File: src/rtl/lsq_pkg.sv
// package for the led output sequencer: constants, states and pin carriers.
// assumes a single 50 mhz system clock and synchronous active-high reset.
package lsq_pkg;

	// ----------------------------------------------------------------
	// clock and timing
	// ----------------------------------------------------------------
	localparam int unsigned CLK_HZ = 50000000;
	localparam int unsigned TICK_US = 1000; // one internal timer tick, in us
	localparam int unsigned TICK_CYCLES = (CLK_HZ / 1000000) * TICK_US;
	localparam int unsigned IVAL_MS_PER_STEP = 49; // interval per setting unit, in ms
	localparam logic [3:0] IVAL_SET_MIN = 4'h1; // 49 ms
	localparam logic [3:0] IVAL_SET_MAX = 4'ha; // 490 ms
	localparam logic [3:0] IVAL_SET_RST = 4'h5;
	localparam logic [2:0] DETECT_CYCLES = 3'h4; // settle time before unused capture

	// ----------------------------------------------------------------
	// register map (ahb-lite, word aligned)
	// ----------------------------------------------------------------
	localparam logic [7:0] CTRL_OFS = 8'h00;
	localparam logic [7:0] STATUS_OFS = 8'h04;
	localparam int unsigned CTRL_IVAL_LSB = 0;
	localparam int unsigned ST_STEP_LSB = 0;
	localparam int unsigned ST_STATE_LSB = 4;
	localparam int unsigned ST_CHAIN_BIT = 8;
	localparam int unsigned ST_DETECT_BIT = 9;
	localparam int unsigned ST_SEQEN_BIT = 10;
	localparam int unsigned ST_STRAP_LSB = 12;
	localparam int unsigned ST_DRIVE_LSB = 16;
	localparam int unsigned ST_UNUSED_LSB = 24;

	// ----------------------------------------------------------------
	// grouping codes, {group_strap_a, group_strap_b}
	// ----------------------------------------------------------------
	localparam logic [1:0] GRP_SINGLE = 2'h0;
	localparam logic [1:0] GRP_PAIRS = 2'h2;
	localparam logic [1:0] GRP_QUADS = 2'h1;
	localparam logic [1:0] GRP_ALL = 2'h3;

	typedef enum logic [3:0] {
		SQ_IDLE = 4'h1,
		SQ_RUN = 4'h2,
		SQ_DONE = 4'h4,
		SQ_HOLD = 4'h8
	} lsq_state_e;

	// control pins after synchronisation
	typedef struct packed {
		logic enable_n;
		logic sequencing_enable_in;
		logic group_strap_a;
		logic group_strap_b;
		logic stop;
	} lsq_pins_s;

endpackage

File: src/rtl/lsq_tick_div.sv
// timer tick divider: one-cycle enable pulse every TICK_CYCLES clocks.
// assumes the system clock domain and synchronous reset.
module lsq_tick_div #(
	parameter int unsigned TICK_CYCLES = lsq_pkg::TICK_CYCLES
) (
	// clock and reset
	input wire logic clk_sys_i,
	input wire logic rst_i,
	// tick out
	output logic tick_o
);

	logic [16:0] cnt_reg;

	// ----------------------------------------------------------------
	// free running divider
	// ----------------------------------------------------------------
	always_ff @(posedge clk_sys_i) begin
		if (rst_i) begin
			cnt_reg <= 17'h0;
			tick_o <= 1'b0;
		end else if (cnt_reg >= 17'(TICK_CYCLES - 1)) begin
			cnt_reg <= 17'h0;
			tick_o <= 1'b1;
		end else begin
			cnt_reg <= cnt_reg + 17'h1;
			tick_o <= 1'b0;
		end
	end

endmodule // lsq_tick_div

File: src/rtl/lsq_sequencer.sv
// led output sequencer: turns eight channel drivers on one slot after another,
// with a daisy chain open-drain output and an ahb-lite register slave.
// assumes asynchronous pins from the lamp controller, one system clock.

// Overview of operation
// - no sequencing happens unless sequencing enable is high
// - sequencing enable low: all 8 channels on together, chain output released
// - first channel turns on as enable falls, with no interval
// - each further channel or group turns on one interval after its predecessor
// - enable rising switches every channel off and ends the sequence
// - sequencing enable falling: plain operation, tail or full stop by stop input
// - chain output is high impedance before and after a sequence event
// - single mode: grounded unused channel skipped, later slots one interval earlier
// - grouped mode: unused channel sharing a slot leaves timing unchanged
// - unused channels found at power-up, excluded from sequence and open detect
// - grouping is eight singles, four pairs, two quads or all eight
// - interval programmable 49 ms to 490 ms, linear in the setting
// - re-enable hold-off uses the same timer as the interval
module lsq_sequencer #(
	parameter int unsigned TICK_CYCLES = lsq_pkg::TICK_CYCLES
) (
	// clock and reset
	input wire logic clk_sys_i,
	input wire logic rst_i,
	// ahb-lite slave
	input wire logic hsel_i,
	input wire logic [7:0] haddr_i,
	input wire logic [1:0] htrans_i,
	input wire logic hwrite_i,
	input wire logic [2:0] hsize_i,
	input wire logic [31:0] hwdata_i,
	input wire logic hready_i,
	output logic [31:0] hrdata_o,
	output logic hreadyout_o,
	output logic hresp_o,
	// control pins, asynchronous
	input wire logic enable_n_i,
	input wire logic sequencing_enable_in_i,
	input wire logic group_strap_a_i,
	input wire logic group_strap_b_i,
	input wire logic stop_i,
	input wire logic [7:0] channel_grounded_i,
	// channel drivers
	output logic [7:0] drive_channel_o,
	output logic drive_full_o,
	output logic [7:0] open_detect_mask_o,
	// chain output, open drain
	output logic chain_out_o,
	output logic chain_out_oe_o
);

	// ----------------------------------------------------------------
	// functions
	// ----------------------------------------------------------------
	// slot index of channel ch under grouping grp and unused mask
	function automatic logic [3:0] slot_of(input logic [1:0] grp, input logic [7:0] unused,
		input int ch);
		logic [3:0] n;
		n = 4'h0;
		case (grp)
			lsq_pkg::GRP_SINGLE: begin
				for (int k = 0; k < ch; k++) begin
					n = n + {3'h0, ~unused[k]};
				end
			end
			lsq_pkg::GRP_PAIRS: n = 4'(ch >> 1);
			lsq_pkg::GRP_QUADS: n = 4'(ch >> 2);
			default: n = 4'h0;
		endcase
		return n;
	endfunction

	// number of slots in one sequence
	function automatic logic [3:0] slot_count(input logic [1:0] grp, input logic [7:0] unused);
		logic [3:0] n;
		n = 4'h0;
		case (grp)
			lsq_pkg::GRP_SINGLE: begin
				for (int k = 0; k < 8; k++) begin
					n = n + {3'h0, ~unused[k]};
				end
			end
			lsq_pkg::GRP_PAIRS: n = 4'h4;
			lsq_pkg::GRP_QUADS: n = 4'h2;
			default: n = 4'h1;
		endcase
		return n;
	endfunction

	// ----------------------------------------------------------------
	// pin synchronisers, three stages, filtered on stage agreement
	// ----------------------------------------------------------------
	localparam int PW = 13;
	logic [PW-1:0] pin_raw;
	logic [PW-1:0] sync1_reg, sync2_reg, sync3_reg, filt_reg;
	assign pin_raw = {channel_grounded_i, enable_n_i, sequencing_enable_in_i,
		group_strap_a_i, group_strap_b_i, stop_i};

	always_ff @(posedge clk_sys_i) begin
		if (rst_i) begin
			sync1_reg <= '0;
			sync2_reg <= '0;
			sync3_reg <= '0;
			filt_reg <= {8'h00, 5'h10}; // enable_n idle high
		end else begin
			sync1_reg <= pin_raw;
			sync2_reg <= sync1_reg;
			sync3_reg <= sync2_reg;
			for (int b = 0; b < PW; b++) begin
				if (sync2_reg[b] == sync3_reg[b]) begin
					filt_reg[b] <= sync3_reg[b];
				end
			end
		end
	end

	lsq_pkg::lsq_pins_s pins;
	logic [1:0] grp;
	assign pins = filt_reg[4:0];
	assign grp = {pins.group_strap_a, pins.group_strap_b};

	// ----------------------------------------------------------------
	// power-up detection of grounded channels
	// ----------------------------------------------------------------
	logic [2:0] det_cnt_reg;
	logic det_done_reg;
	logic [7:0] unused_reg;

	always_ff @(posedge clk_sys_i) begin
		if (rst_i) begin
			det_cnt_reg <= 3'h0;
			det_done_reg <= 1'b0;
			unused_reg <= 8'h00;
		end else if (!det_done_reg) begin
			det_cnt_reg <= det_cnt_reg + 3'h1;
			if (det_cnt_reg == lsq_pkg::DETECT_CYCLES) begin
				det_done_reg <= 1'b1;
				unused_reg <= filt_reg[12:5];
			end
		end
	end

	assign open_detect_mask_o = det_done_reg ? ~unused_reg : 8'h00;

	// ----------------------------------------------------------------
	// register slave
	// ----------------------------------------------------------------
	logic [3:0] ival_set_reg;
	logic wr_pend_reg;
	logic [7:0] addr_reg;
	logic [31:0] status_word;
	lsq_pkg::lsq_state_e state_reg;
	logic [3:0] step_reg;
	logic chain_act;

	// address phase capture
	always_ff @(posedge clk_sys_i) begin
		if (rst_i) begin
			wr_pend_reg <= 1'b0;
			addr_reg <= 8'h00;
		end else if (hready_i) begin
			wr_pend_reg <= hsel_i && htrans_i[1] && hwrite_i;
			addr_reg <= haddr_i;
		end
	end

	// interval setting, clamped to the legal range
	always_ff @(posedge clk_sys_i) begin
		if (rst_i) begin
			ival_set_reg <= lsq_pkg::IVAL_SET_RST;
		end else if (wr_pend_reg && addr_reg == lsq_pkg::CTRL_OFS) begin
			if (hwdata_i[3:0] < lsq_pkg::IVAL_SET_MIN) begin
				ival_set_reg <= lsq_pkg::IVAL_SET_MIN;
			end else if (hwdata_i[3:0] > lsq_pkg::IVAL_SET_MAX) begin
				ival_set_reg <= lsq_pkg::IVAL_SET_MAX;
			end else begin
				ival_set_reg <= hwdata_i[3:0];
			end
		end
	end

	assign status_word = {unused_reg, drive_channel_o, 2'h0, grp, 1'b0, pins.sequencing_enable_in,
		det_done_reg, chain_act, state_reg, step_reg};

	// read data registered in the address phase
	always_ff @(posedge clk_sys_i) begin
		if (rst_i) begin
			hrdata_o <= 32'h0;
		end else if (hready_i && hsel_i && htrans_i[1] && !hwrite_i) begin
			case (haddr_i)
				lsq_pkg::CTRL_OFS: hrdata_o <= {28'h0, ival_set_reg};
				lsq_pkg::STATUS_OFS: hrdata_o <= status_word;
				default: hrdata_o <= 32'h0;
			endcase
		end
	end

	assign hreadyout_o = 1'b1;
	assign hresp_o = 1'b0;

	// ----------------------------------------------------------------
	// timer and interval counter
	// ----------------------------------------------------------------
	logic tick;
	logic [9:0] ival_ticks;
	logic [9:0] ival_cnt_reg;
	logic ival_end;

	lsq_tick_div #(
		.TICK_CYCLES(TICK_CYCLES)
	) u_tick (
		.clk_sys_i(clk_sys_i),
		.rst_i(rst_i),
		.tick_o(tick)
	);

	assign ival_ticks = 10'(ival_set_reg * lsq_pkg::IVAL_MS_PER_STEP);
	assign ival_end = tick && (ival_cnt_reg + 10'h1 >= ival_ticks);

	// ----------------------------------------------------------------
	// sequence state machine
	// ----------------------------------------------------------------
	logic en_prev_reg;
	logic en_fall, en_rise;
	logic [3:0] slots;
	assign en_fall = en_prev_reg && !pins.enable_n;
	assign en_rise = !en_prev_reg && pins.enable_n;
	assign slots = slot_count(grp, unused_reg);

	always_ff @(posedge clk_sys_i) begin
		if (rst_i) begin
			en_prev_reg <= 1'b1;
		end else begin
			en_prev_reg <= pins.enable_n;
		end
	end

	always_ff @(posedge clk_sys_i) begin
		if (rst_i) begin
			state_reg <= lsq_pkg::SQ_IDLE;
			step_reg <= 4'h0;
			ival_cnt_reg <= 10'h0;
		end else if (!pins.sequencing_enable_in) begin
			state_reg <= lsq_pkg::SQ_IDLE;
			step_reg <= 4'h0;
			ival_cnt_reg <= 10'h0;
		end else begin
			if (tick) begin
				ival_cnt_reg <= ival_end ? 10'h0 : ival_cnt_reg + 10'h1;
			end
			case (state_reg)
				lsq_pkg::SQ_IDLE: begin
					if (en_fall && det_done_reg) begin
						state_reg <= (slots <= 4'h1) ? lsq_pkg::SQ_RUN : lsq_pkg::SQ_RUN;
						step_reg <= 4'h0;
						ival_cnt_reg <= 10'h0;
					end
				end
				lsq_pkg::SQ_RUN, lsq_pkg::SQ_DONE: begin
					if (en_rise) begin
						state_reg <= lsq_pkg::SQ_HOLD;
						ival_cnt_reg <= 10'h0;
						step_reg <= 4'h0;
					end else if (ival_end && state_reg == lsq_pkg::SQ_RUN) begin
						step_reg <= step_reg + 4'h1;
						if (step_reg + 4'h1 >= slots) begin
							state_reg <= lsq_pkg::SQ_DONE;
						end
					end
				end
				lsq_pkg::SQ_HOLD: begin
					if (ival_end) begin
						state_reg <= lsq_pkg::SQ_IDLE;
					end
				end
				default: state_reg <= lsq_pkg::SQ_IDLE;
			endcase
		end
	end

	// ----------------------------------------------------------------
	// channel and chain outputs
	// ----------------------------------------------------------------
	logic [7:0] on_mask;
	logic seq_active;
	assign seq_active = (state_reg == lsq_pkg::SQ_RUN) || (state_reg == lsq_pkg::SQ_DONE);
	assign chain_act = (state_reg == lsq_pkg::SQ_DONE) && !pins.enable_n;

	always_comb begin
		on_mask = 8'h00;
		for (int c = 0; c < 8; c++) begin
			on_mask[c] = !unused_reg[c] && (slot_of(grp, unused_reg, c) <= step_reg);
		end
	end

	always_ff @(posedge clk_sys_i) begin
		if (rst_i) begin
			drive_channel_o <= 8'h00;
			drive_full_o <= 1'b0;
			chain_out_oe_o <= 1'b0;
		end else if (pins.enable_n) begin
			drive_channel_o <= 8'h00;
			drive_full_o <= 1'b0;
			chain_out_oe_o <= 1'b0;
		end else if (!pins.sequencing_enable_in) begin
			drive_channel_o <= 8'hff;
			drive_full_o <= pins.stop;
			chain_out_oe_o <= 1'b0;
		end else begin
			drive_channel_o <= seq_active ? on_mask : 8'h00;
			drive_full_o <= 1'b1;
			chain_out_oe_o <= chain_act;
		end
	end

	assign chain_out_o = 1'b0;
endmodule // lsq_sequencer

File: config.mk
export PLATFORM = sky130hd
export DESIGN_NAME = lsq_sequencer
export DESIGN_NICKNAME = d
export VERILOG_FILES = /design/src/rtl/lsq_pkg.sv /design/src/rtl/lsq_tick_div.sv /design/src/rtl/lsq_sequencer.sv
export SDC_FILE = /design/constraint.sdc
export NUM_CORES = 1
export LEC_CHECK = 0
export BUFFER_PORTS_ARGS = -buffer_cell sky130_fd_sc_hd__buf_2
export CAP_MARGIN = 20
export CORE_MARGIN = 2
export CORE_UTILIZATION = 40
export CTS_CLUSTER_DIAMETER = 60
export DETAILED_ROUTE_END_ITERATION = 10
export PLACE_DENSITY = 0.58
export SYNTH_ARGS = -nofsm -noshare
export SYNTH_HDL_FRONTEND = slang
export SYNTH_HIERARCHICAL = 1
export SYNTH_SLANG_ARGS = --single-unit
File: constraint.sdc
create_clock -name clk_sys_i -period 6 [get_ports clk_sys_i]
set_clock_uncertainty 0.2 [all_clocks]
set_input_delay 1.5 -clock clk_sys_i [delete_from_list [all_inputs] [get_ports clk_sys_i]]
set_output_delay 1.5 -clock clk_sys_i [all_outputs]
set_load 0.03 [all_outputs]
-- After elaboration in Yosys (flattened, before gate mapping)
Index checks and enable logic that the tools add are counted.
- $add $sub $neg: 11
- $lt $le $gt $ge: 13
- multipliers: 1
- eq/ne operators: 25
- mux-type cells: 33
- bitwise operators: 11
- reduce and logical (&&, ||, !) cells: 44
- operator list (cell ; count):
    one-hot mux 4 bit (3 select lines) ; 6
    one-hot mux 32 bit (2 select lines) ; 1
    two-way mux 10 bit ; 4
    two-way mux 4 bit ; 10
    <= comparator 4 bit ; 7
    two-way mux 8 bit ; 3
    logical AND 1 bit ; 20
    one-hot mux 10 bit (2 select lines) ; 1
    adder 17 x 1 -> 17 bit (second input constant) ; 1
    greater-or-equal comparator 17 x 16 -> 1 bit (second input constant) ; 1
    adder 4 x 1 -> 4 bit ; 4
    zero test 8 bit ; 2
    == test 1 bit ; 13
    zero test 1 bit ; 11
    adder 10 x 1 -> 10 bit (second input constant) ; 1
    greater-or-equal comparator 10 bit ; 1
    multiplier 4 x 6 -> 10 bit (second input constant) ; 1
    NOT 1 bit ; 10
    == test 8 x 3 -> 1 bit (second input constant) ; 1
    NOT 8 bit ; 1
    one-hot mux 4 bit (2 select lines) ; 1
    OR reduction 2 bit ; 4
    inequality test 3 bit (second input constant) ; 2
    one-hot mux 3 bit (2 select lines) ; 1
    other kinds (26) ; 31
- word-level logic and storage cells: 170
- register bits: 156

-- Logic depth before layout (Yosys ltp)
Gate-level depths: netlist (run 1).
- word-level depth: 14
- gate-level depth with buffers: 16
- mapped depth without buffers: 16

-- By module
The synthesis (run 1) kept the hierarchy.
- by module, submodules not included (module ; cells an instance ; area each (µm²) ; seq. area each (µm²) ; times used):
    lsq_sequencer ; 693 ; 6371.1 ; 2702.6 ; 1
    lsq_tick_div ; 85 ; 805.8 ; 360.3 ; 1

-- Worst setup path before layout (run 1)
OpenSTA, ideal clock, no wires.
- path kind: reg2reg
- from: register unused_reg[0]
- to: register state_reg[2]
- clock period less this slack: 4086 ps
- buffers on the path: 0
- setup slack: 1914 ps
- cell stages (with the launch flop): 16
- arrival time: 3771 ps
- required time: 5685 ps
- cell sequence: dfxtp_1 > fa_1 > inv_1 > ha_1 > fa_1 > ha_1 > ha_1 > xor2_1 > ha_1 > a21oi_1 > ha_1 > a21o_1 > a21o_1 > a21oi_1 > o21ai_0 > o21a_1
- word-level cells in the longest chain between the ends: 12
- RTL lines (item ; RTL line ; RTL):
    from (decl) ; lsq_sequencer.sv:127 ; logic [7:0] unused_reg;
    from (signal assigned) ; lsq_sequencer.sv:138 ; unused_reg <= filt_reg[12:5];
    NOT 1 bit ; lsq_sequencer.sv:80 ; n = n + {3'h0, ~unused[k]};
    adder 1 x 1 -> 2 bit ; lsq_sequencer.sv:80 ;
    adder 2 x 1 -> 3 bit ; lsq_sequencer.sv:80 ;
    adder 3 x 1 -> 4 bit ; lsq_sequencer.sv:80 ;
    adder 4 x 1 -> 4 bit (4 in series) ; lsq_sequencer.sv:80 ;
    one-hot mux 4 bit (3 select lines) ; lsq_sequencer.sv:77 ; case (grp)
    greater-or-equal comparator 4 bit ; lsq_sequencer.sv:266 ; if (step_reg + 4'h1 >= slots) begin
    inequality test 3 bit (no source line) ; - ;
    AND reduction 4 bit (no source line) ; - ;
    to (signal assigned) ; lsq_sequencer.sv:267 ; state_reg <= lsq_pkg::SQ_DONE;
    to (signal assigned) ; lsq_sequencer.sv:273 ; state_reg <= lsq_pkg::SQ_IDLE;
    to (signal assigned) ; lsq_sequencer.sv:276 ; default: state_reg <= lsq_pkg::SQ_IDLE;
    to (decl) ; lsq_sequencer.sv:152 ; lsq_pkg::lsq_state_e state_reg;
Every way passes these cells.
A chain may end at the register's enable or synchronous reset.

-- Worst setup path in the final report (run 1)
Ends and elaborated chain as after synthesis.

==> flow_metrics.env, run 1 <==
export IMPL_start_util_pct=41.2
export IMPL_yosysTopAreaCell="dfxtp_1"
export IMPL_die_y_um=138
export IMPL_wl_per_cell_um=13.7
export IMPL_synth_area_per_cell_um2=9.22
export IMPL_finalNetCount=970
export IMPL_drc=0
export IMPL_via_count=5278
export IMPL_worst_setup_path_end_kind="flip-flop"
export IMPL_grt_pass1_wl_mm=24.3
export IMPL_r2r_slack_ns=1.62
export IMPL_netlist_area_mm2=0.00718
export IMPL_fmax_mhz=229
export IMPL_synth_edff_count=0
export IMPL_grt_antenna_before_repair=0
export IMPL_tns_ns=0
export IMPL_yosys_top_cells_area="dfxtp_1 (43%), ha_1 (12%), nor2b_1 (5.3%), nor2_1 (5.1%), xor2_1 (4.1%)"
export IMPL_dp_hpwl_mm=10.4
export IMPL_cts_buffer_depth=2
export IMPL_fp_coreArea_mm2=0.0174
export IMPL_rsz0062_at_grt="no"
export IMPL_yosys_area_top_type_share_pct=42.7
export IMPL_maxCapViolations=0
export IMPL_rows=48
export IMPL_status="completed"
export IMPL_crit_required_ns=6.12
export IMPL_area_delta_synth_final_pct=14.9
export IMPL_die_w_um=138
export IMPL_synth_cell_type_count=54
export IMPL_grt_pass1_vias=4943
export IMPL_drt_iter0_markers=235
export IMPL_routed_wl_mm=14.7
export IMPL_yosys_warnings=6
export IMPL_pin_count=116
export IMPL_num_antenna_cells=0
export IMPL_fin_crit_sh_pct=72.9
export IMPL_fin_cells=1077
export IMPL_final_layout_size_suffix_gt1_share_pct=14.8
export IMPL_first_pass_iters=4
export IMPL_hold_violations=0
export IMPL_hold_class="flip-flop to flip-flop"
export IMPL_globalRouteOverflowTotal=0
export IMPL_tightest_slew_ns=1.07
export IMPL_p_total_uw=2170
export IMPL_fin_crit_ns=4.38
export IMPL_grt_usage_pct=16.3
export IMPL_clkSinkCount=153
export IMPL_worstHoldPathCells=1
export IMPL_powerDensity_mw_per_mm2=263
export IMPL_synthFlopType="dfxtp_1"
export IMPL_grt_max_degree=78
export IMPL_p_leak_uw=0.00362
export IMPL_cts_resized=0
export IMPL_drv_slew=0
export IMPL_crit_fanout=5
export IMPL_async_flop_share_pct=0
export IMPL_largest_register_ffs=29
export IMPL_vias_per_cell=4.90
export IMPL_synth_seq_cells=153
export IMPL_fin_ws_ns=1.62
export IMPL_cts_tree="built"
export IMPL_synth_seq_area_share_pct=42.7
export IMPL_antenna_left=0
export IMPL_dp_cells=1045
export IMPL_setup_violations=0
export IMPL_crit_type="flip-flop to flip-flop"
export IMPL_holdBufCountCts=0
export IMPL_numPortBuffers=77
export IMPL_root_buffer="clkbuf_16"
export IMPL_synth_cells=778
export IMPL_reg2reg_depth=15
export IMPL_vdd_drop_max_mv=0.200
export IMPL_post_cts_setup_buffer_count=0
export IMPL_cp_arrival_ns=4.50
export IMPL_gp_routability_congestion=0.825
export IMPL_cts_htree_levels=4
export IMPL_slew_headroom_pct=28.3
export IMPL_insertion_delay_ns=0.42
export IMPL_cts_buffers=17
export IMPL_start_kind="flip-flop"
export IMPL_die_area_mm2=0.0190
export IMPL_pre_cts_ws_ns=1.63
export IMPL_clk_pin_slew_ns=0.06
worst max-delay path, cell delays in order, from the launching register on:
cell and delay, ns:
dfxtp_1 0.36, fa_1 0.54, inv_1 0.06, ha_1 0.19, fa_1 0.48, ha_1 0.36
ha_1 0.36, xor2_1 0.27, ha_1 0.27, a21oi_1 0.14, ha_1 0.25, a21o_1 0.15
a21o_1 0.16, a21oi_1 0.14, o21ai_0 0.13, o21a_1 0.20
cell type report:
cell class                      count  area (µm²)
Multi-Input combinational cell    560        3830
Fill cell                        1724        9170
Clock inverter                     13         111
Sequential cell                   153        3060
Timing Repair Buffer               79         403
Tap cell                          225         282
Clock buffer                       19         453
Inverter                           28         105
layout by cell type (no fill, tap or decap), drive strengths merged, types with 9 or more instances in the layout:
master,instances
ha,66
mux2i,21
dfxtp,153
nor2b,61
a21oi,45
nand3,18
a22oi,29
xor2,34
inv,34
nor2,97
buf,79
and4,9
xnor2,11
nand2,38
nand2b,11
and3,10
clkbuf,19
o21ai,25
report_power, final:
group | total [µW] | leakage, µW | switching [µW] | internal, µW
logic | 105 | 0.00211 | 64.5 | 40.3
registers | 1050 | 0.00125 | 15.2 | 1040
clock network | 1010 | 0.000271 | 446 | 562
total | 2170 | 0.00362 | 525 | 1640
cells in the mapped netlist (8+ instances only):
library cell	count
a21oi_1	45
a22oi_1	29
and3_1	8
and4_1	8
clkbuf_1	29
dfxtp_1	153
ha_1	66
inv_1	28
mux2i_1	21
nand2_1	38
nand2b_1	11
nand3_1	17
nand4_1	8
nor2_1	97
nor2b_1	61
o21ai_0	25
xnor2_1	11
xor2_1	34
logic make-up (layout without fill, tap and decap cells):
group | count (synthesis) | count (layout) | share of synthesized area [%]
other | 3 | 7 | 0.157
multiplexers | 21 | 21 | 2.93
AND/OR/NAND/NOR | 283 | 283 | 20.4
buffers and inverters | 69 | 139 | 4.17
AO/OA/AOI/OAI | 136 | 136 | 12.1
flip-flops | 153 | 153 | 42.7
XOR/XNOR | 45 | 45 | 5.49
adder cells (fa/ha/maj) | 68 | 68 | 12.1
per-layer routing:
layer,track usage (%),vias up,part of all wire (%)
li1,-,2779,-
met1,22.7,2422,50
met2,24.8,61,45
met3,3.18,16,2.8
met4,6.35,0,1.4
met5,0,-,0
worst paths after layout:
check | from | to
hold reg to reg | sync1_reg[2]$_SDFF_PP0_ | sync2_reg[2]$_SDFF_PP0_
setup reg to reg | unused_reg[0]$_SDFFE_PP0P_ | state_reg[2]$_SDFFE_PP0P_
hold / removal | sync1_reg[2]$_SDFF_PP0_ | sync2_reg[2]$_SDFF_PP0_
setup / recovery | unused_reg[0]$_SDFFE_PP0P_ | state_reg[2]$_SDFFE_PP0P_
metrics by stage:
step / area [µm²] / hold slack, ns / util [%]
global route: 8250 / 0.252 / 47.3
detailed placement: 7680 / 0.221 / 44.1
finish: 8250 / 0.232 / 47.3
global placement: 7680 / 0.215 / 44.1
floorplan: 7190 / 0.214 / -
CTS: 8250 / 0.237 / 47.3
No activity file was read; power rests on OpenSTA's default activity.
==> run 2: changes to the inputs <==
- ABC_AREA: not set -> 1
- PLACE_DENSITY: 0.58 -> 0.6
- clock period: 6 -> 3.7 ns (I/O delays scaled with it)
==> flow_metrics.env, run 2 <==
export IMPL_yosysTopAreaCell="dfxtp_1"
export IMPL_violations="setup timing"
export IMPL_yosys_warnings=6
export IMPL_cpMaxStageDelayCell="fa_2"
export IMPL_path_cells="fa_1, inv_2, ha_4, fa_2, ha_4, ha_4, nand2_2, or2_4, nand2_4, inv_2, nand2_2, nand3_2, nand2_1, inv_1, ha_1, nand2_1, inv_1, nand3_1, nand4_1, nor2_1, nor2_2, nand3_2, nor2_1, nor2_1"
export IMPL_pin_count=116
export IMPL_hold_class="flip-flop to flip-flop"
export IMPL_powerDensity_mw_per_mm2=545
export IMPL_drt_iter0_markers=230
export IMPL_synthFlopType="dfxtp_1"
export IMPL_synth_cell_type_count=45
export IMPL_slowest_delay_ns=0.57
export IMPL_worst_hold_slack_ns=0.201
export IMPL_start_util_pct=41.1
export IMPL_fin_crit_ns=4.17
export IMPL_wl_per_cell_um=12.3
export IMPL_status="finished with violations"
export IMPL_p_total_uw=4870
export IMPL_drt_met1_wl_mm=8.11
export IMPL_worstHoldPathCells=2
export IMPL_fillers=1811
export IMPL_antenna_left=0
export IMPL_p_leak_uw=0.00408
export IMPL_yosys_area_top_type_share_pct=41.0
export IMPL_fin_crit_sh_pct=113
export IMPL_crit_type="flip-flop to flip-flop"
export IMPL_drv_slew=0
export IMPL_fin_ws_ns=-0.474
export IMPL_num_antenna_cells=0
export IMPL_timing_rr_end="state_reg[1]$_SDFFE_PP0P_"
export IMPL_netlist_area_mm2=0.00746
export IMPL_synth_cells=974
export IMPL_dp_hpwl_mm=11.9
export IMPL_final_cell_mix="nor2_1 (157), dfxtp_1 (150), nand2_1 (141), inv_1 (127), a21oi_1 (79)"
export IMPL_crit_family="adder cells"
export IMPL_grt_antenna_before_repair=0
export IMPL_cp_arrival_ns=4.30
export IMPL_numPortBuffers=77
export IMPL_yosysMostFrequentCell="nor2_1"
export IMPL_cts_tree="built"
export IMPL_insertion_delay_ns=0.43
export IMPL_die_w_um=141
export IMPL_root_buffer="clkbuf_16"
export IMPL_crit_required_ns=3.83
export IMPL_clkSinkCount=153
export IMPL_wl_met2_mm=7.40
export IMPL_grt_pass1_wl_mm=27.6
export IMPL_final_common_cell="nor2_1"
export IMPL_vdd_drop_max_mv=0.381
export IMPL_cts_buffers=17
export IMPL_routed_wl_mm=16.2
export IMPL_first_pass_iters=4
export IMPL_worst_setup_path_end_kind="flip-flop"
export IMPL_hold_end="sync2_reg[9]$_SDFF_PP0_"
export IMPL_multi_input_area_mm2=0.00388
export IMPL_final_layout_size_suffix_gt1_share_pct=19.1
export IMPL_area_delta_synth_final_pct=19.7
export IMPL_die_y_um=141
export IMPL_globalRouteOverflowTotal=0
export IMPL_die_area_mm2=0.0198
export IMPL_r2r_start="unused_reg[2]$_SDFFE_PP0P_"
export IMPL_crit_fanout=4
export IMPL_rows=49
export IMPL_worst_path_buf_inv=4
export IMPL_dpl_cell_area_mm2=0.00820
export IMPL_fp_coreArea_mm2=0.0181
export IMPL_slew_headroom_pct=33.9
export IMPL_clk_pin_slew_ns=0.07
export IMPL_async_flop_share_pct=0
export IMPL_vias_per_cell=4.67
export IMPL_synth_seq_area_share_pct=41.0
export IMPL_fin_area_mm2=0.00894
export IMPL_gp_routability_congestion=0.817
export IMPL_hold_start="sync1_reg[9]$_SDFF_PP0_"
export IMPL_drc=0
export IMPL_yosys_top_cells_area="dfxtp_1 (41%), ha_1 (11%), nor2_1 (7.9%), nand2_1 (7.2%), inv_1 (6.6%)"
export IMPL_grt_max_degree=49
export IMPL_cts_htree_levels=4
export IMPL_grt_usage_pct=17.2
export IMPL_start_kind="flip-flop"
export IMPL_reg2reg_depth=24
export IMPL_grt_pass1_vias=5716
export IMPL_via_count=6116
export IMPL_tightest_slew_ns=0.991
export IMPL_setup_violations=5
export IMPL_maxCapViolations=0
export IMPL_ff_latch_area_mm2=0.00307
export IMPL_hold_violations=0
export IMPL_top_layer_used="met4"
export IMPL_fmax_mhz=240
export IMPL_rsz0062_at_grt="yes"
export IMPL_netlist_top_cells_count="nor2_1 (158), dfxtp_1 (153), nand2_1 (144)"
export IMPL_r2r_slack_ns=-0.47
export IMPL_wl_met3_um=442
export IMPL_synth_area_per_cell_um2=7.66
export IMPL_synth_seq_cells=153
export IMPL_synth_edff_count=0
export IMPL_finalNetCount=1199
export IMPL_largest_register_ffs=29
export IMPL_cts_buffer_depth=2
run 2: worst min-delay path, delay by kind of cell, from the launching register on:
kind	cells	cell delay [ns]
AND/OR/NAND/NOR	1	0.03
buffers and inverters	1	0.04
flip-flops	1	0.30
run 2: how the worst max path moves through the flow:
| stage | startpoint | endpoint | slack (ns) | cells past startpoint |
|---|---|---|---|---|
| floorplan | unused_reg[2]$_SDFFE_PP0P_ | state_reg[1]$_SDFFE_PP0P_ | -0.26 | 23 |
| CTS | unused_reg[2]$_SDFFE_PP0P_ | state_reg[1]$_SDFFE_PP0P_ | -0.44 | 24 |
| global placement | unused_reg[2]$_SDFFE_PP0P_ | state_reg[1]$_SDFFE_PP0P_ | -0.45 | 19 |
| detailed placement | unused_reg[2]$_SDFFE_PP0P_ | state_reg[1]$_SDFFE_PP0P_ | -0.49 | 19 |
| finish | unused_reg[2]$_SDFFE_PP0P_ | state_reg[1]$_SDFFE_PP0P_ | -0.47 | 24 |
| global route | unused_reg[2]$_SDFFE_PP0P_ | state_reg[1]$_SDFFE_PP0P_ | -0.68 | 26 |
run 2: layout make-up:
class | count | share of cell area (%)
Inverter | 140 | 5.91
Sequential cell | 153 | 34.3
Clock inverter | 14 | 1.81
Multi-Input combinational cell | 654 | 43.4
Timing Repair Buffer | 102 | 6.45
Tap cell | 229 | 3.21
Clock buffer | 18 | 4.91
run 2: metal layers:
metal  track usage [%]  up-vias
met1              23.6     2727
met3              3.91       19
li1                  -     3296
met2              27.4       74
met5                 0        -
met4              5.11        0
run 2: through the flow:
stage | setup slack, ns | setup TNS, ns | instances | utilization [%]
finish | -0.474 | -1.53 | 1310 | 49.2
global placement | -0.449 | -1.51 | 1277 | 45.2
global route | -0.682 | -2.42 | 1310 | 49.2
CTS | -0.441 | -1.36 | 1309 | 48.8
floorplan | -0.258 | -0.697 | 978 | -
detailed placement | -0.491 | -1.65 | 1277 | 45.2
run 2: cell families after synthesis:
| kind of cell | count (synthesis) | synth area share, % |
|---|---|---|
| other cells | 3 | 0.151 |
| fa+ha+maj | 68 | 11.6 |
| flops | 153 | 41.0 |
| simple gates | 397 | 22.8 |
| buf+inv | 171 | 9.52 |
| xor+xnor | 29 | 3.50 |
| compound gates | 153 | 11.4 |
run 2: power by group:
group | switching [µW] | internal (µW) | total [µW] | leakage [µW]
clock network | 728 | 1030 | 1760 | 0.000284
registers | 25.9 | 1690 | 1720 | 0.00125
logic | 761 | 642 | 1400 | 0.00255
total | 1510 | 3360 | 4870 | 0.00408
run 2: what timing repair did:
action	CTS	global route
endpoints found under the setup margin	5	5
hold buffers	0	0
pin swaps	14	12
gates resized for setup	13	16
buffers inserted	0	1
==> run 3: changes to the inputs <==
==> constraint.sdc (replaced) <==
create_clock -name clk_sys_i -period 3.7 [get_ports clk_sys_i]
set_clock_uncertainty 0.2 [all_clocks]
set_input_delay 0.74 -clock clk_sys_i [delete_from_list [all_inputs] [get_ports clk_sys_i]]
set_output_delay 0.74 -clock clk_sys_i [all_outputs]
set_load 0.03 [all_outputs]
==> flow_metrics.env, run 3 (same netlist as run 2, synthesis figures left out) <==
export IMPL_first_pass_iters=5
export IMPL_p_clk_share_pct=33.9
export IMPL_gp_routability_congestion=0.851
export IMPL_cts_tree="built"
export IMPL_drv_slew=0
export IMPL_slew_headroom_pct=32.1
export IMPL_antenna_left=0
export IMPL_worst_hold_slack_ns=0.200
export IMPL_rows=49
export IMPL_vdd_drop_max_mv=0.398
export IMPL_numPortBuffers=77
export IMPL_globalRouteOverflowTotal=0
export IMPL_setup_worst_path_start="unused_reg[0]$_SDFFE_PP0P_"
export IMPL_die_area_mm2=0.0198
export IMPL_fin_area_mm2=0.00895
export IMPL_path_cells="fa_1, inv_2, ha_4, fa_2, ha_4, ha_4, xor2_4, buf_6, nand2_1, inv_1, nand2_1, nand2_1, nand3_2, ha_4, nand2_2, inv_2, nand2_1, nand4_1, nor2_1, nor2_2, nand3_2, nor2_1, nor2_1"
export IMPL_final_cell_mix="nor2_1 (157), dfxtp_1 (151), nand2_1 (142), inv_1 (127), a21oi_1 (79)"
export IMPL_worst_path_buf_inv=4
export IMPL_cts_buffer_depth=2
export IMPL_root_buffer="clkbuf_16"
export IMPL_start_util_pct=41.1
export IMPL_final_layout_size_suffix_gt1_share_pct=19.3
export IMPL_cts_buffers=17
export IMPL_pin_count=116
export IMPL_p_sw_uw=1470
export IMPL_finalNetCount=1202
export IMPL_ff_latch_area_mm2=0.00307
export IMPL_routed_wl_mm=16.4
export IMPL_wl_per_cell_um=12.5
export IMPL_maxCapViolations=0
export IMPL_fp_coreArea_mm2=0.0181
export IMPL_power_internal_uw=3350
export IMPL_grt_max_degree=48
export IMPL_die_y_um=141
export IMPL_violations="setup timing"
export IMPL_dp_hpwl_mm=11.9
export IMPL_combPwrFrac_pct=30.5
export IMPL_grt_antenna_before_repair=0
export IMPL_fin_ws_ns=-0.440
export IMPL_status="finished with violations"
export IMPL_drt_iter0_markers=298
export IMPL_pre_cts_ws_ns=-0.504
export IMPL_dpl_cell_area_mm2=0.00819
export IMPL_grt_pass1_wl_mm=28.0
export IMPL_drc=0
export IMPL_grt_pass1_vias=5875
export IMPL_r2r_start="unused_reg[0]$_SDFFE_PP0P_"
export IMPL_num_antenna_cells=0
export IMPL_hold_start="sync1_reg[12]$_SDFF_PP0_"
export IMPL_p_leak_uw=0.00407
export IMPL_via_count=6208
export IMPL_crit_required_ns=3.82
export IMPL_area_delta_synth_final_pct=19.9
export IMPL_final_common_cell="nor2_1"
export IMPL_die_w_um=141
export IMPL_fin_crit_ns=4.14
export IMPL_fillers=1809
export IMPL_fmax_mhz=242
export IMPL_swShare_pct=30.4
export IMPL_powerDensity_mw_per_mm2=539
export IMPL_multi_input_area_mm2=0.00391
export IMPL_clk_pin_slew_ns=0.06
export IMPL_slowest_delay_ns=0.58
export IMPL_rsz0062_at_grt="yes"
export IMPL_setup_violations=6
export IMPL_largest_register_ffs=29
export IMPL_clkSinkCount=153
export IMPL_cp_arrival_ns=4.26
export IMPL_hold_class="flip-flop to flip-flop"
export IMPL_grt_usage_pct=17.5
export IMPL_cts_htree_levels=4
export IMPL_hold_violations=0
export IMPL_crit_fanout=4
export IMPL_fin_crit_sh_pct=112
export IMPL_start_kind="flip-flop"
export IMPL_crit_type="flip-flop to flip-flop"
export IMPL_seq_power_share_pct=35.6
export IMPL_crit_family="adder cells"
export IMPL_vias_per_cell=4.73
export IMPL_worst_setup_path_end_kind="flip-flop"
export IMPL_tightest_slew_ns=1.02
export IMPL_insertion_delay_ns=0.43
export IMPL_cpMaxStageDelayCell="fa_2"
run 3: changes by cell type in the layout (fill, tap and decap cells not counted), moves of 2 or more:
cell / delta
inv_6: -3
buf_4: +2
clkbuf_1: +2
ha_1: -2
ha_4: +2
inv_8: -2
run 3: stage by stage:
stage / power (µW) / utilization [%] / setup TNS, ns / cells
3_3_place_gp: 2880 / 45.1 / -1.57 / 1275
3_5_place_dp: 2910 / 45.1 / -1.78 / 1275
4_1_cts: 4590 / 48.5 / -1.46 / 1307
5_1_grt: 5130 / 49.3 / -2.74 / 1312
6_report: 4820 / 49.3 / -1.63 / 1312
2_1_floorplan: 2630 / - / -0.697 / 978
run 3: path summary, 6_finish.rpt:
kind | endpoint | slack (ns) | cells after the start
setup reg to reg | state_reg[1]$_SDFFE_PP0P_ | -0.44 | 23
hold reg to reg | sync2_reg[12]$_SDFF_PP0_ | 0.20 | 2
hold / removal | sync2_reg[12]$_SDFF_PP0_ | 0.20 | 2
setup / recovery | state_reg[1]$_SDFFE_PP0P_ | -0.44 | 23
run 3: power groups by stage:
| stage | sequential (µW) | combinational, µW | clock [µW] |
|---|---|---|---|
| global route | 1720 | 1660 | 1750 |
| CTS | 1720 | 1200 | 1680 |
| finish | 1720 | 1470 | 1640 |
| detailed placement | 1750 | 1160 | 0 |
| global placement | 1750 | 1130 | 0 |
| floorplan | 1760 | 872 | 0 |
run 3: layout make-up:
cell class	count	area share (%)
sequential	153	34.3
clock buffer	21	5.15
timing repair buffer	105	6.74
tap	229	3.20
multi-input combinational	654	43.7
clock inverter	10	1.08
inverter	140	5.90
run 3: routing by layer:
metal	up-vias	GRT usage, %	part of all wire [%]
met4	0	6.21	1.8
li1	3298	-	-
met5	-	0	0
met1	2786	23.5	49
met3	27	3.87	3.3
met2	97	28.0	45
run 3: what timing repair did:
| item | 4_1_cts | 5_1_grt |
|---|---|---|
| gates cloned | 0 | 0 |
| buffers inserted | 1 | 5 |
| pin swaps | 5 | 21 |
| resized for setup | 7 | 25 |
| endpoints found under the setup margin | 5 | 6 |
| hold buffers | 0 | 0 |
run 3: worst min-delay path, stage by stage (launching register included):
cell and delay (ns):
dfxtp_1 0.29, inv_1 0.04, nor2_1 0.03
